[src/wfs_pkg.sv]
package wfs_pkg;
  // status layout
  localparam int STAT_W = 13;
  localparam int S_LWAKE = 0;
  localparam int S_RWAKE = 1;
  localparam int S_FIXED = 2;
  localparam int S_POWER_ON_FLAG = 3;
  localparam int S_BUSERR = 4;
  localparam int S_OTEMP = 5;
  localparam int S_TWARN = 6;
  localparam int S_CLAMP = 7;
  localparam int S_UVBAT = 8;
  localparam int S_UVCC = 9;
  localparam int S_UVIO = 10;
  localparam logic [STAT_W-1:0] STAT_RST = 13'h0004;
  // timing, ns and cycles at 250 MHz
  localparam int CLK_NS = 4;
  localparam int BSS_GAP_NS = 130;
  localparam int BSS_GAP_CYC = (BSS_GAP_NS + CLK_NS - 1) / CLK_NS;
  localparam int WAKE_FILT_NS = 50000;
  localparam int WAKE_FILT_CYC = WAKE_FILT_NS / CLK_NS;
  localparam int CLAMP_NS = 2600000;
  localparam int CLAMP_CYC = CLAMP_NS / CLK_NS;
  localparam int UVDET_NS = 100000;
  localparam int UVDET_CYC = UVDET_NS / CLK_NS;
  localparam int UVREC_NS = 1000000;
  localparam int UVREC_CYC = UVREC_NS / CLK_NS;
  localparam int ENIDLE_NS = 100000;
  localparam int ENIDLE_CYC = ENIDLE_NS / CLK_NS;
  localparam int WPAT_NS = 6000;
  localparam int WPAT_CYC = WPAT_NS / CLK_NS;
  typedef enum logic [2:0] {
    MD_NORMAL, MD_RXONLY, MD_STANDBY, MD_GOSLEEP, MD_SLEEP
  } wfs_mode_e;
endpackage

[src/wfs_top.sv]
`timescale 1ns/1ps
`default_nettype none
module wfs_top
  import wfs_pkg::*;
#(
  parameter int WAKE_FILT = wfs_pkg::WAKE_FILT_CYC,
  parameter int CLAMP_T = wfs_pkg::CLAMP_CYC,
  parameter int UVDET_T = wfs_pkg::UVDET_CYC,
  parameter int UVREC_T = wfs_pkg::UVREC_CYC,
  parameter int ENIDLE_T = wfs_pkg::ENIDLE_CYC,
  parameter int WPAT_T = wfs_pkg::WPAT_CYC
) (
  input wire logic CORE_CLK,
  input wire logic RST_N,
  input wire logic MODE_SELECT,
  input wire logic LOW_POWER_SELECT_N,
  input wire logic TRANSMIT_GATE_N,
  input wire logic GUARDIAN_GATE,
  input wire logic TX_DATA,
  input wire logic BUS_RX_DATA,
  input wire logic BUS_IDLE,
  input wire logic LOCAL_WAKE_IN,
  input wire logic BAT_BELOW,
  input wire logic CORE_BELOW,
  input wire logic IO_BELOW,
  input wire logic TEMP_WARN,
  input wire logic TEMP_SHUTDOWN,
  input wire logic BUS_PATTERN_OK,
  output logic DIAG_SERIAL_OUT,
  output logic REGULATOR_CONTROL_OUTPUT,
  output logic RX_DATA_OUT,
  output logic RECEIVE_ACTIVITY_N,
  output logic TX_ENABLE,
  output logic WAKE_PULL_UP,
  output logic ERROR_SUMMARY,
  output logic [2:0] MODE_STATE
);
  import wfs_pkg::*;

  wfs_mode_e mode_q, mode_d;
  logic en_i, low_power_select_n_i, transmit_gate_n_n_i, bge_i, txd_i;
  logic lwake_f, uvcc_raw, uvio_raw, uvcc_rec;
  logic lwake_q, rwake_q, wake_q, power_on_flag_q, twarn_q, otemp_q, clamp_q;
  logic buserr_q, uvbat_q, uvcc_q, uvio_q;
  logic lwake_p, rwake_p, low_power_select_n_p, uvbat_p, en_p, transmit_gate_n_p;
  logic [STAT_W-1:0] sticky_q, shift_q;
  logic [3:0] bitcnt_q;
  logic reading_q;
  logic [31:0] idle_q, clamp_cnt_q, wpat_q, gap_q;
  logic low_pw, norm_pw, enter_low, enter_norm, uv_set, bus_wake;
  logic [STAT_W-1:0] flags_now;
  logic rd_edge;

  assign en_i = IO_BELOW ? 1'b0 : MODE_SELECT;
  assign low_power_select_n_i = IO_BELOW ? 1'b0 : LOW_POWER_SELECT_N;
  assign txd_i = IO_BELOW ? 1'b0 : TX_DATA;
  assign bge_i = IO_BELOW ? 1'b0 : GUARDIAN_GATE;
  assign transmit_gate_n_n_i = IO_BELOW ? 1'b1 : TRANSMIT_GATE_N;

  wfs_filter #(.LIMIT(WAKE_FILT)) u_lwake (
    .clk(CORE_CLK), .rst_n(RST_N), .din(~LOCAL_WAKE_IN), .dout(lwake_f));
  wfs_filter #(.LIMIT(UVDET_T)) u_uvcc (
    .clk(CORE_CLK), .rst_n(RST_N), .din(CORE_BELOW), .dout(uvcc_raw));
  wfs_filter #(.LIMIT(UVREC_T)) u_ccrec (
    .clk(CORE_CLK), .rst_n(RST_N), .din(~CORE_BELOW), .dout(uvcc_rec));
  wfs_filter #(.LIMIT(UVDET_T)) u_uvio (
    .clk(CORE_CLK), .rst_n(RST_N), .din(IO_BELOW), .dout(uvio_raw));
  assign WAKE_PULL_UP = ~lwake_f;

  assign low_pw = (mode_q == MD_STANDBY) || (mode_q == MD_GOSLEEP) ||
                  (mode_q == MD_SLEEP);
  assign norm_pw = !low_pw;
  assign enter_low = (mode_d != mode_q) && (mode_d == MD_STANDBY ||
                     mode_d == MD_GOSLEEP || mode_d == MD_SLEEP) &&
                     norm_pw;
  assign enter_norm = (mode_d == MD_NORMAL) && (mode_q != MD_NORMAL);
  assign uv_set = (BAT_BELOW && !uvbat_q) || (uvcc_raw && !uvcc_q) ||
                  (uvio_raw && IO_BELOW && !uvio_q);
  // read edge only from the real pin while io present
  assign rd_edge = !IO_BELOW && (MODE_SELECT != en_p);

  // bus wake pattern, tolerates short breaks
  always_ff @(posedge CORE_CLK or negedge RST_N)
  begin
    if (!RST_N)
    begin
      wpat_q <= 32'h0;
      gap_q <= 32'h0;
    end
    else if (BUS_PATTERN_OK)
    begin
      gap_q <= 32'h0;
      if (wpat_q < 32'(WPAT_T))
        wpat_q <= wpat_q + 32'h1;
    end
    else if (gap_q < 32'(BSS_GAP_CYC))
      gap_q <= gap_q + 32'h1;
    else
      wpat_q <= 32'h0;
  end
  assign bus_wake = (wpat_q == 32'(WPAT_T - 1)) && BUS_PATTERN_OK;

  always_comb
  begin
    mode_d = mode_q;
    if (uvbat_q || uvio_q)
      mode_d = MD_SLEEP;
    else if (uvcc_q)
      mode_d = MD_STANDBY;
    else if (mode_q == MD_SLEEP && !wake_q && !low_power_select_n_i)
      mode_d = MD_SLEEP;
    else if (low_power_select_n_i)
      mode_d = en_i ? MD_NORMAL : MD_RXONLY;
    else
      mode_d = en_i ? MD_GOSLEEP : MD_STANDBY;
  end

  always_ff @(posedge CORE_CLK or negedge RST_N)
  begin
    if (!RST_N)
      mode_q <= MD_SLEEP;
    else
      mode_q <= mode_d;
  end

  // edge history
  always_ff @(posedge CORE_CLK or negedge RST_N)
  begin
    if (!RST_N)
    begin
      lwake_p <= 1'b0;
      rwake_p <= 1'b0;
      low_power_select_n_p <= 1'b0;
      uvbat_p <= 1'b0;
      en_p <= 1'b0;
      transmit_gate_n_p <= 1'b1;
    end
    else
    begin
      lwake_p <= lwake_q;
      rwake_p <= rwake_q;
      low_power_select_n_p <= low_power_select_n_i;
      uvbat_p <= uvbat_q;
      en_p <= MODE_SELECT;
      transmit_gate_n_p <= transmit_gate_n_n_i;
    end
  end

  always_ff @(posedge CORE_CLK or negedge RST_N)
  begin
    if (!RST_N)
    begin
      lwake_q <= 1'b0;
      rwake_q <= 1'b0;
    end
    else
    begin
      if (low_pw && lwake_f)
        lwake_q <= 1'b1;
      else if (enter_low)
        lwake_q <= 1'b0;
      if (low_pw && bus_wake && !BAT_BELOW)
        rwake_q <= 1'b1;
      else if (enter_low)
        rwake_q <= 1'b0;
    end
  end

  always_ff @(posedge CORE_CLK or negedge RST_N)
  begin
    if (!RST_N)
      wake_q <= 1'b0;
    else if ((lwake_q && !lwake_p) || (rwake_q && !rwake_p) ||
             (low_power_select_n_i && !low_power_select_n_p && !IO_BELOW) || (!uvbat_q && uvbat_p))
      wake_q <= 1'b1;
    else if (enter_norm || enter_low || uv_set)
      wake_q <= 1'b0;
  end

  always_ff @(posedge CORE_CLK or negedge RST_N)
  begin
    if (!RST_N)
    begin
      uvbat_q <= 1'b0;
      uvcc_q <= 1'b0;
      uvio_q <= 1'b0;
    end
    else
    begin
      uvbat_q <= BAT_BELOW && !(wake_q && uvbat_q);
      if (uvcc_raw && !uvcc_q)
        uvcc_q <= 1'b1;
      else if (uvcc_rec || wake_q)
        uvcc_q <= 1'b0;
      if (uvio_raw && IO_BELOW && !uvio_q)
        uvio_q <= 1'b1;
      else if (!IO_BELOW || wake_q)
        uvio_q <= 1'b0;
    end
  end

  always_ff @(posedge CORE_CLK or negedge RST_N)
  begin
    if (!RST_N)
      power_on_flag_q <= 1'b1;
    else if (enter_norm)
      power_on_flag_q <= 1'b0;
  end

  always_ff @(posedge CORE_CLK or negedge RST_N)
  begin
    if (!RST_N)
    begin
      twarn_q <= 1'b0;
      otemp_q <= 1'b0;
    end
    else if (!BAT_BELOW)
    begin
      if (norm_pw && TEMP_WARN)
        twarn_q <= 1'b1;
      else if (norm_pw && !TEMP_WARN)
        twarn_q <= 1'b0;
      else if (low_pw && reading_q && idle_q == 32'(ENIDLE_T - 1))
        twarn_q <= 1'b0;
      if (norm_pw && TEMP_SHUTDOWN)
        otemp_q <= 1'b1;
      else if (norm_pw && !transmit_gate_n_n_i && transmit_gate_n_p)
        otemp_q <= 1'b0;
    end
  end

  always_ff @(posedge CORE_CLK or negedge RST_N)
  begin
    if (!RST_N)
    begin
      clamp_cnt_q <= 32'h0;
      clamp_q <= 1'b0;
    end
    else if (transmit_gate_n_n_i || !bge_i)
    begin
      clamp_cnt_q <= 32'h0;
      clamp_q <= 1'b0;
    end
    else if (clamp_cnt_q >= 32'(CLAMP_T - 1))
      clamp_q <= 1'b1;
    else
      clamp_cnt_q <= clamp_cnt_q + 32'h1;
  end

  assign TX_ENABLE = (mode_q == MD_NORMAL) && !transmit_gate_n_n_i && bge_i &&
                     !otemp_q && !clamp_q;

  always_ff @(posedge CORE_CLK or negedge RST_N)
  begin
    if (!RST_N)
      buserr_q <= 1'b0;
    else if (!TX_ENABLE || BUS_RX_DATA == txd_i)
      buserr_q <= 1'b0;
    else if (!BUS_PATTERN_OK && !BUS_IDLE)
      buserr_q <= 1'b1;
  end

  always_comb
  begin
    flags_now = '0;
    flags_now[S_LWAKE] = lwake_q;
    flags_now[S_RWAKE] = rwake_q;
    flags_now[S_FIXED] = 1'b1;
    flags_now[S_POWER_ON_FLAG] = power_on_flag_q;
    flags_now[S_BUSERR] = buserr_q;
    flags_now[S_OTEMP] = otemp_q;
    flags_now[S_TWARN] = twarn_q;
    flags_now[S_CLAMP] = clamp_q;
    flags_now[S_UVBAT] = uvbat_q;
    flags_now[S_UVCC] = uvcc_q;
    flags_now[S_UVIO] = uvio_q;
  end

  always_ff @(posedge CORE_CLK or negedge RST_N)
  begin
    if (!RST_N)
    begin
      sticky_q <= STAT_RST;
      idle_q <= 32'h0;
      reading_q <= 1'b0;
    end
    else
    begin
      if (rd_edge)
      begin
        idle_q <= 32'h0;
        reading_q <= 1'b1;
      end
      else if (reading_q && idle_q == 32'(ENIDLE_T - 1))
      begin
        reading_q <= 1'b0;
        idle_q <= 32'h0;
      end
      else if (reading_q)
        idle_q <= idle_q + 32'h1;
      if (reading_q && !rd_edge && idle_q == 32'(ENIDLE_T - 1))
        sticky_q <= (sticky_q & {4'h0, {9{1'b1}}} & 13'h000F) | flags_now;
      else
        sticky_q <= (sticky_q | flags_now) & 13'h07FF;
    end
  end

  assign ERROR_SUMMARY = |sticky_q[S_UVIO:S_BUSERR];

  always_ff @(posedge CORE_CLK or negedge RST_N)
  begin
    if (!RST_N)
    begin
      shift_q <= STAT_RST;
      bitcnt_q <= 4'h0;
      DIAG_SERIAL_OUT <= 1'b1;
    end
    else if (rd_edge)
    begin
      if (!reading_q)
      begin
        shift_q <= {2'b00, sticky_q[S_UVIO:S_POWER_ON_FLAG], flags_now[2:0]} >> 1;
        DIAG_SERIAL_OUT <= ~flags_now[S_LWAKE];
        bitcnt_q <= 4'h1;
      end
      else if (bitcnt_q < 4'(STAT_W))
      begin
        DIAG_SERIAL_OUT <= ~shift_q[0];
        shift_q <= shift_q >> 1;
        bitcnt_q <= bitcnt_q + 4'h1;
      end
      else
        DIAG_SERIAL_OUT <= 1'b1;
    end
    else if (!reading_q)
      DIAG_SERIAL_OUT <= ~ERROR_SUMMARY;
  end

  assign REGULATOR_CONTROL_OUTPUT = (mode_q != MD_SLEEP);
  assign RX_DATA_OUT = low_pw ? !wake_q : BUS_RX_DATA;
  assign RECEIVE_ACTIVITY_N = low_pw ? !wake_q : BUS_IDLE;
  assign MODE_STATE = mode_q;

  chk_bat_sleep: assert property (
    @(posedge CORE_CLK) disable iff (!RST_N)
    uvbat_q |=> mode_q == MD_SLEEP && !REGULATOR_CONTROL_OUTPUT)
    else $error("battery low not in sleep");
  chk_cc_standby: assert property (
    @(posedge CORE_CLK) disable iff (!RST_N)
    uvcc_q && !uvbat_q && !uvio_q |=> mode_q == MD_STANDBY)
    else $error("core low not in standby");
  chk_otemp_tx: assert property (
    @(posedge CORE_CLK) disable iff (!RST_N)
    otemp_q |-> !TX_ENABLE) else $error("tx on while hot");
  chk_clamp_tx: assert property (
    @(posedge CORE_CLK) disable iff (!RST_N)
    clamp_q |-> !TX_ENABLE) else $error("tx on while clamped");
  chk_err_sum: assert property (
    @(posedge CORE_CLK) disable iff (!RST_N)
    (buserr_q || otemp_q || twarn_q || clamp_q || uvbat_q || uvcc_q ||
     uvio_q) |=> ERROR_SUMMARY)
    else $error("summary missing");
  chk_rx_wake: assert property (
    @(posedge CORE_CLK) disable iff (!RST_N)
    low_pw && wake_q |-> !RX_DATA_OUT && !RECEIVE_ACTIVITY_N)
    else $error("rx not low on wake");
  chk_low_power_select_n_wake: assert property (
    @(posedge CORE_CLK) disable iff (!RST_N)
    $rose(low_power_select_n_i) && !IO_BELOW |=> wake_q) else $error("no wake on edge");
  chk_s11_zero: assert property (
    @(posedge CORE_CLK) disable iff (!RST_N)
    sticky_q[12:11] == 2'b00 && sticky_q[S_FIXED])
    else $error("fixed bits wrong");
  cov_sleep: cover property (@(posedge CORE_CLK) mode_q == MD_SLEEP);
  cov_read: cover property (@(posedge CORE_CLK) bitcnt_q == 4'(STAT_W));
  cov_clamp: cover property (@(posedge CORE_CLK) $rose(clamp_q));
endmodule
`default_nettype wire

[src/wfs_filter.sv]
`timescale 1ns/1ps
`default_nettype none
// level must hold for LIMIT cycles before output follows
module wfs_filter #(
  parameter int LIMIT = 4
) (
  input wire logic clk,
  input wire logic rst_n,
  input wire logic din,
  output logic dout
);
  logic [31:0] cnt_q;
  always_ff @(posedge clk or negedge rst_n)
  begin
    if (!rst_n)
    begin
      cnt_q <= 32'h0;
      dout <= 1'b0;
    end
    else if (din == dout)
      cnt_q <= 32'h0;
    else if (cnt_q >= 32'(LIMIT - 1))
    begin
      cnt_q <= 32'h0;
      dout <= din;
    end
    else
      cnt_q <= cnt_q + 32'h1;
  end
endmodule
`default_nettype wire

[config.mk]
export PLATFORM = sky130hd
export DESIGN_NAME = wfs_top
export DESIGN_NICKNAME = d
export VERILOG_FILES = /design/src/wfs_pkg.sv /design/src/wfs_top.sv /design/src/wfs_filter.sv
export SDC_FILE = /design/constraint.sdc
export NUM_CORES = 1
export LEC_CHECK = 0
export ABC_CLOCK_PERIOD_IN_PS = 2300
export BUFFER_PORTS_ARGS = -buffer_cell sky130_fd_sc_hd__buf_2
export CAP_MARGIN = 0
export CORE_ASPECT_RATIO = 0.7
export CORE_UTILIZATION = 40
export CTS_CLUSTER_SIZE = 20
export DETAILED_ROUTE_END_ITERATION = 16
export SYNTH_ARGS = -nofsm -noshare
export SYNTH_HDL_FRONTEND = slang
export SYNTH_SLANG_ARGS = --single-unit
[constraint.sdc]
create_clock -name CORE_CLK -period 2.3 [get_ports CORE_CLK]
set_input_delay 0.575 -clock CORE_CLK [delete_from_list [all_inputs] [get_ports CORE_CLK]]
set_output_delay 0.575 -clock CORE_CLK [all_outputs]
set_load 0.005 [all_outputs]
---- Word-level counts from Yosys, hierarchy flattened ----
Cells that the tools add are included.
operators by class
  $add $sub $neg .......................... 9
  $mul .................................... 0
  div/mod/pow operators ................... 0
  order comparisons ....................... 8
  equal/unequal tests ..................... 21
  shift-type cells ........................ 0
  muxes and demuxes ....................... 60
  bitwise logic cells ..................... 13
  reductions and logical operators ........ 97
operators with widths
  kind                   count
  $mux 32                18
  $add 32x1->32 const B  8
  $ge 32x15->1 const B   2
  $logic_and 1x1->1      36
  $mux 1                 33
  $eq 32x11->1 const B   1
  $eq 32x15->1 const B   1
  $ge 32x14->1 const B   1
  $ge 32x18->1 const B   1
  $ge 32x20->1 const B   1
  $lt 32x11->1 const B   1
  $lt 32x6->1 const B    1
  $mux 13                2
  $logic_not 1->1        21
  $reduce_bool 2->1      10
  $logic_or 1x1->1       16
  $reduce_and 2->1       8
  $eq 3x2->1 const B     4
  $mux 11                1
  $not 1->1              11
  $or 11x11->11          1
  $or 4x11->11           1
  $mux 3                 3
  $reduce_bool 3->1      3
  13 further kinds       23
word-level totals
  flip-flop bits (word level) ............. 310
  bits in latches ......................... 0
  memory bits (writable) .................. 0
  memory bits (read-only) ................. 0
  bits of input ports ..................... 16
  output and inout bits ................... 10
  word-level logic and storage cells ...... 243
  memories kept ........................... 0

---- Longest topological paths before layout ----
Gate-level depths: netlist (run 1).
  depth after elaboration ................. 15
  depth in mapped cells ................... 8

---- Cells and area by module ----
A second synthesis (run 1) with hierarchy kept.
unflattened totals
  cell total of the unflattened synthesis .. 1219
  area, all modules ....................... 13346.6 sq um
by module, submodules not included
  module                    instances  cells an instance  area each (sq um)  sequential area each (sq um)
  wfs_top                   1          788                8166.6             4310.4
  wfs_filter at u_uvcc ...  2          109                1311.3             825.8
  wfs_filter at u_ccrec     1          111                1322.5             825.8
  wfs_filter at u_lwake     1          102                1234.9             825.8

---- Worst setup path after synthesis (run 1) ----
OpenSTA, ideal clock, no wires.
  kind .................................... input to output
  from .................................... input port IO_BELOW
  to ...................................... output port TX_ENABLE
  arrival ................................. 1.619 ns
  data required time ...................... 1.725 ns
  setup slack ............................. 0.106 ns
  stages .................................. 5
  buffers on the path ..................... 2
  cell sequence ........................... clkbuf_1 nor2_1 nand2_1 clkbuf_1 nor4_1
between the ends
  word-level cells in the longest chain between the ends .. 6
  elaborated cells on any way between the ends .. 7
  classes of those cells .................. mux (2); reduce/logical (5)
RTL lines
  element                           RTL line        source
  start, declared                   wfs_top.sv:25   input wire logic IO_BELOW,
  $mux 1                            wfs_top.sv:58   assign transmit_gate_n_n_i = IO_BELOW ? 1'b1 : TRANSMIT_GATE_N;
  $logic_not 1->1                   wfs_top.sv:250  assign TX_ENABLE = (mode_q == MD_NORMAL) && !transmit_gate_n_n_i && bge_i &&
  $logic_and 1x1->1                 wfs_top.sv:250
  $logic_and 1x1->1 * (2 in a row)  wfs_top.sv:250
  $logic_and 1x1->1 *               wfs_top.sv:251  !otemp_q && !clamp_q;
  end, declared                     wfs_top.sv:33   output logic TX_ENABLE,
Every way passes the cells marked *; elsewhere a longest branch is shown, timed or not.

---- Worst setup path in the final report (run 1) ----
  from .................................... register mode_q[2], in the netlist MODE_STATE[2]
  to ...................................... output port RX_DATA_OUT
between the ends
  word-level cells in the longest chain between the ends .. 4
  elaborated cells on any way between the ends .. 6
  classes of those cells .................. eq/ne (3); mux (1); reduce/logical (2)
RTL lines
  element                 RTL line        source
  start, declared         wfs_top.sv:40   wfs_mode_e mode_q, mode_d;
  start signal, assigned  wfs_top.sv:123  mode_q <= mode_d;
  $eq 3x2->1              wfs_top.sv:70   assign low_pw = (mode_q == MD_STANDBY) || (mode_q == MD_GOSLEEP) ||
  $logic_or 1x1->1        wfs_top.sv:70
  $logic_or 1x1->1 *      wfs_top.sv:70
  $mux 1 *                wfs_top.sv:340  assign RX_DATA_OUT = low_pw ? !wake_q : BUS_RX_DATA;
  end, declared           wfs_top.sv:31   output logic RX_DATA_OUT,
Marks and branches as above.

==> impl_metrics.ini, run 1 <==
[run_status]
status = finished clean

[routing]
postRouteAntennaNets = 0
dr.pass1.iters = 5
via_per_inst = 5.03
drcViolationCount = 0
vias = 8797
drtIter0Drc = 627
routed_wl_mm = 25.1
wl_per_cell_um = 14.3

[global_route]
grt_pass1_wl_mm = 42.9
grt_antenna_before_repair = 0
track_usage_pct = 16.1
grt_start_max_net_pins = 58
grt_pass1_vias = 8442
overflow = 0

[cells_and_area]
layout_common_cells = dfrtp_1 (298), nor2_1 (133), nand2_1 (76), conb_1 (66), nor2b_1 (52)
area_growth_pct = 18.8
num-fill-cells = 2855
fin_cells = 1748
final_common_cell = dfrtp_1
nNetsFinal = 1332
design_area_um2 = 15100
finish.utilization_pct = 48.4
diodes = 0
drive_gt1_share_pct = 13.4

[logic_synthesis]
synth_cell_types = 64
synth_edf_count = 0
syn_avg_cell_area_um2 = 10.9
synth_top_flop_cell = dfrtp_1
async_reset_ff_share_pct = 100
ys_seq_area_share_pct = 59.8
synth_cells = 1163
ys_warn_count = 0
netlist_area_um2 = 12700
synth_seq_cells = 304

[timing]
hold_viol_final = 0
finalWorstSetupSlack_ps = 30.2
layout_min_cycle_time_ps = 2270
tns_ps = 0
rsz0062_at_grt = yes
fmax_ghz = 0.441
report.final.slew_viol_count = 0
worst_pin_slew_ps = 862
fin_skew_ps = 14.2
finalSetupViolCount = 0
slew_headroom_pct = 41.9
period_share_pct = 98.7

[worst_setup_path]
crit_arrival_ps = 1690
startpoint_type = flip-flop
cp_max_fo = 5
max_stage_delay_ps = 560
cp.required_ps = 1730
end_kind = output pin
slowest_stage = dfstp_2
cp_cell_sequence = nor3b_4 > a21oi_4 > o21ai_0 > buf_2
path_class = flip-flop to output pin

[placement]
pre_cts_ws_ps = -227
dp.final_hpwl_mm = 16.7
gp_congestion = 0.793
dpl.cell_count = 1689
place.port_buffers = 25
placed_area_um2 = 14000

[clocking]
clockBufferDepth = 3
cts_tree = yes
clockRootBuffer = clkbuf_16
numCtsBuffers = 30
htreeDepth = 1
cts.sinks = 304
insertion_delay_ps = 560
clk_pin_slew_ps = 70

[power]
ir_drop_mv = 0.595
p_leak_nw = 6.92
power_density_nw_per_um2 = 809

[die]
core-area_um2 = 31200
start_util_pct = 40.8
die_w_um = 215
die-area_um2 = 32500
io_pins = 26
num_rows = 54
fp.dieH_um = 151

[hold_path]
hp-class = input pin to flip-flop

[run]
maxCapViolations = 0
==> timing repair <==
| item | in CTS | in global routing |
|---|---|---|
| setup buffers | 0 | 1 |
| endpoints found under the hold margin | 48 | 0 |
| cloned | 1 | 0 |
| gates resized for setup | 5 | 15 |
| endpoints found under the setup margin | 13 | 37 |
| pin swaps | 1 | 3 |
| hold buffers | 1 | 0 |
==> critical path: cells and delay by family, from the launching register on <==
kind	cells	cell delay [ps]
AND/OR/NAND/NOR	1	240
flip-flops	1	560
AO/OA/AOI/OAI	2	210
buffers and inverters	1	130
==> sequential cells by signal, summed over array words and instances, names as in the netlist, 8 cells and up <==
name           flops
idle_q            32
wpat_q            32
gap_q             32
u_ccrec.cnt_q     32
u_lwake.cnt_q     32
clamp_cnt_q       32
u_uvcc.cnt_q      32
sticky_q           8
u_uvio.cnt_q      32
shift_q           10
==> report_power, final <==
part	switching (mW)	total (mW)	internal, mW
clock	2.11	4.97	2.86
sequential	0.321	6.03	5.71
combinational	0.680	1.22	0.542
total	3.11	12.2	9.12
==> final cells by class <==
type,instances,area [um^2],share of cell area [%]
sequential,304,7610,50.4
tap,420,526,3.48
timing repair buffer,83,648,4.29
multi-input combinational,851,5180,34.3
inverter,34,128,0.844
clock inverter,16,159,1.05
clock buffer,40,860,5.69
==> path summary, 6_finish.rpt <==
kind	start	to	slack, ps	cells after the start
max	MODE_STATE[2]	RX_DATA_OUT	30	4
min	LOCAL_WAKE_IN	u_lwake.dout	250	2
max reg2reg	gap_q[1]	gap_q[3]	100	7
min reg2reg	lwake_q	lwake_p	450	0
max in group asynchronous	RST_N	transmit_gate_n_p	1040	3
min in group asynchronous	RST_N	u_lwake.cnt_q[25]	560	2
==> Yosys cell counts, types with 12 or more instances <==
cell,n,area [um^2]
nand4_1,35,219
nor2b_1,52,325
ha_1,12,150
xnor2_1,40,350
mux2i_1,20,200
o21ai_0,19,95.1
dfrtp_1,299,7480
and3_1,29,181
a31oi_1,35,219
inv_1,34,128
a21oi_1,44,220
nand3_1,51,255
clkbuf_1,29,109
nand2_1,78,293
nor2_1,134,503
nor4_1,50,313
nor3_1,20,100
xor2_1,31,272
==> per-stage QoR <==
stage / power, mW / hold slack [ps]
after global placement: 7.23 / 439
after CTS: 12.3 / 223
after detailed placement: 7.27 / 442
after floorplan: 6.71 / 279
after global routing: 12.8 / 234
final: 12.2 / 254
==> cells by family (layout without fill, tap and decap cells) <==
group,count (synthesis),in the layout,share of synthesized area [%]
muxes,27,27,2.28
buffers and inverters,74,173,2.33
DFF,304,304,59.8
other,1,66,0.0295
AOI/OAI and AO/OA,163,164,8.61
and+or+nand+nor,511,511,20.9
xor gates and xnor gates,71,71,4.89
adders and majority gates,12,12,1.18
==> metal layers <==
layer	vias up	wire length, um	global-route usage, %
met4	0	419	3.55
met3	41	926	2.93
li1	4368	-	-
met1	4273	13200	24.4
met5	-	0	0
met2	115	10500	23.7
(Power assumes the default switching activity.)
==> run 2, diff against run 1 <==
CORE_ASPECT_RATIO = not set   (was 0.7)
==> run 2 against run 1 <==
Maximum frequency grew 0.76%. Clock skew shrank 2.4 ps. Final area shrank 0.42%. Clock power grew 1%. Critical path depth grew 1. Highest routed layer unchanged.
==> impl_metrics.ini, run 2 (same netlist as run 1, synthesis figures left out) <==
[routing]
wl_per_cell_um = 14.4
drtIter0Drc = 570
dr.pass1.iters = 7
vias = 8765
routed_wl_mm = 24.7
via_per_inst = 5.09
drcViolationCount = 0
postRouteAntennaNets = 0

[placement]
place.port_buffers = 25
gp_congestion = 0.824
dp.final_hpwl_mm = 16.5

[global_route]
overflow = 0
grt_antenna_before_repair = 0
grt_start_max_net_pins = 57
grt_pass1_wl_mm = 42.5
grt_pass1_vias = 8598
track_usage_pct = 15.7

[timing]
rsz0062_at_grt = yes
hold_viol_final = 0
fmax_ghz = 0.444
layout_min_cycle_time_ps = 2250
slew_headroom_pct = 41.4
report.final.slew_viol_count = 0
period_share_pct = 97.9
worst_pin_slew_ps = 875
fin_skew_ps = 11.8
finalSetupViolCount = 0
tns_ps = 0

[hold_path]
min_from = LOCAL_WAKE_IN
hold_depth = 2
hp-class = input pin to flip-flop

[cells_and_area]
drive_gt1_share_pct = 12.7
nNetsFinal = 1331
area_growth_pct = 18.3
diodes = 0
final_common_cell = dfrtp_1
layout_common_cells = dfrtp_1 (298), nor2_1 (133), nand2_1 (76), conb_1 (66), nor2b_1 (52)

[worst_setup_path]
crit_arrival_ps = 1680
path_class = flip-flop to output pin
cp-startpoint = MODE_STATE[2]
startpoint_type = flip-flop
rr_worst_depth = 7
cp_max_fo = 5
r2r-start = gap_q[1]
end_kind = output pin
cp.required_ps = 1730

[power]
power_density_nw_per_um2 = 819
p_leak_nw = 6.90
ir_drop_mv = 0.488
p_total_mw = 12.3

[die]
io_pins = 26
fp.dieH_um = 180
num_rows = 64
die-area_um2 = 32500
die_w_um = 180
core-area_um2 = 30900
start_util_pct = 41.2

[clocking]
cts.sinks = 304
clockBufferDepth = 3
clk_pin_slew_ps = 60
htreeDepth = 2
clockRootBuffer = clkbuf_16
cts_tree = yes
insertion_delay_ps = 510
numCtsBuffers = 34

[run_status]
status = finished clean

[run]
maxCapViolations = 0
## run 2: cell count changes in the layout (fill, tap and decap cells not counted), sizes merged
cell	before	now
inv	34	35
clkinvlp	4	2
a21oi	45	44
clkinv	10	4
bufinv	2	0
buf	82	78
clkbuf	40	52
## run 2: worst max-delay path, stage by stage (launching register included)
cell and delay (ps):
dfstp_2 570, nor3b_4 250, a21oi_4 90, nand2_1 80, o21ai_1 50, buf_2 130
## run 2: worst paths after layout
path	end	slack, ps
max in group asynchronous	clamp_cnt_q[6]	1070
min in group asynchronous	u_lwake.cnt_q[11]	550
min	u_lwake.dout	270
max reg2reg	gap_q[3]	70
max	RECEIVE_ACTIVITY_N	50
min reg2reg	rwake_p	450
## run 2: routing by layer
layer / global-route usage [%] / vias up / part of all wire, %
li1: - / 4364 / -
met3: 2.95 / 37 / 4.4
met1: 22.6 / 4231 / 49
met5: 0 / - / 0
met2: 24.1 / 133 / 44
met4: 4.55 / 0 / 1.9
## run 2: metrics by stage
| step | setup slack (ps) | hold slack (ps) | area [um^2] | util (%) | std cells |
|---|---|---|---|---|---|
| after floorplan | 106 | 279 | 13000 | - | 1228 |
| after global placement | 47.8 | 425 | 13900 | 45.0 | 1660 |
| after detailed placement | 5.39 | 428 | 13900 | 45.0 | 1660 |
| after CTS | -27.8 | 259 | 15000 | 48.5 | 1722 |
| after global routing | -68.0 | 272 | 15000 | 48.7 | 1722 |
| final | 47.4 | 274 | 15000 | 48.7 | 1722 |
## run 2: what timing repair did
action / 4_1_cts / 5_1_grt
hold endpoints to repair: 30 / 0
endpoints found under the setup margin: 3 / 13
hold buffers: 1 / 0
resized for setup: 9 / 13
pin swaps: 2 / 4
setup buffers: 2 / 1
## run 2: cell type report
type                            instances  area, um^2
Inverter                               34         128
Clock inverter                          7        43.8
Timing Repair Buffer                   79         618
Multi-Input combinational cell        850        5160
Clock buffer                           52         990
Sequential cell                       304        7610
Fill cell                            2790       15900
Tap cell                              396         495
## run 2: report_power, final
group	switching, mW	leakage, nW	internal (mW)
clock network	2.05	0.502	2.96
registers	0.338	3.96	5.71
logic	0.705	2.45	0.546
total	3.10	6.90	9.22
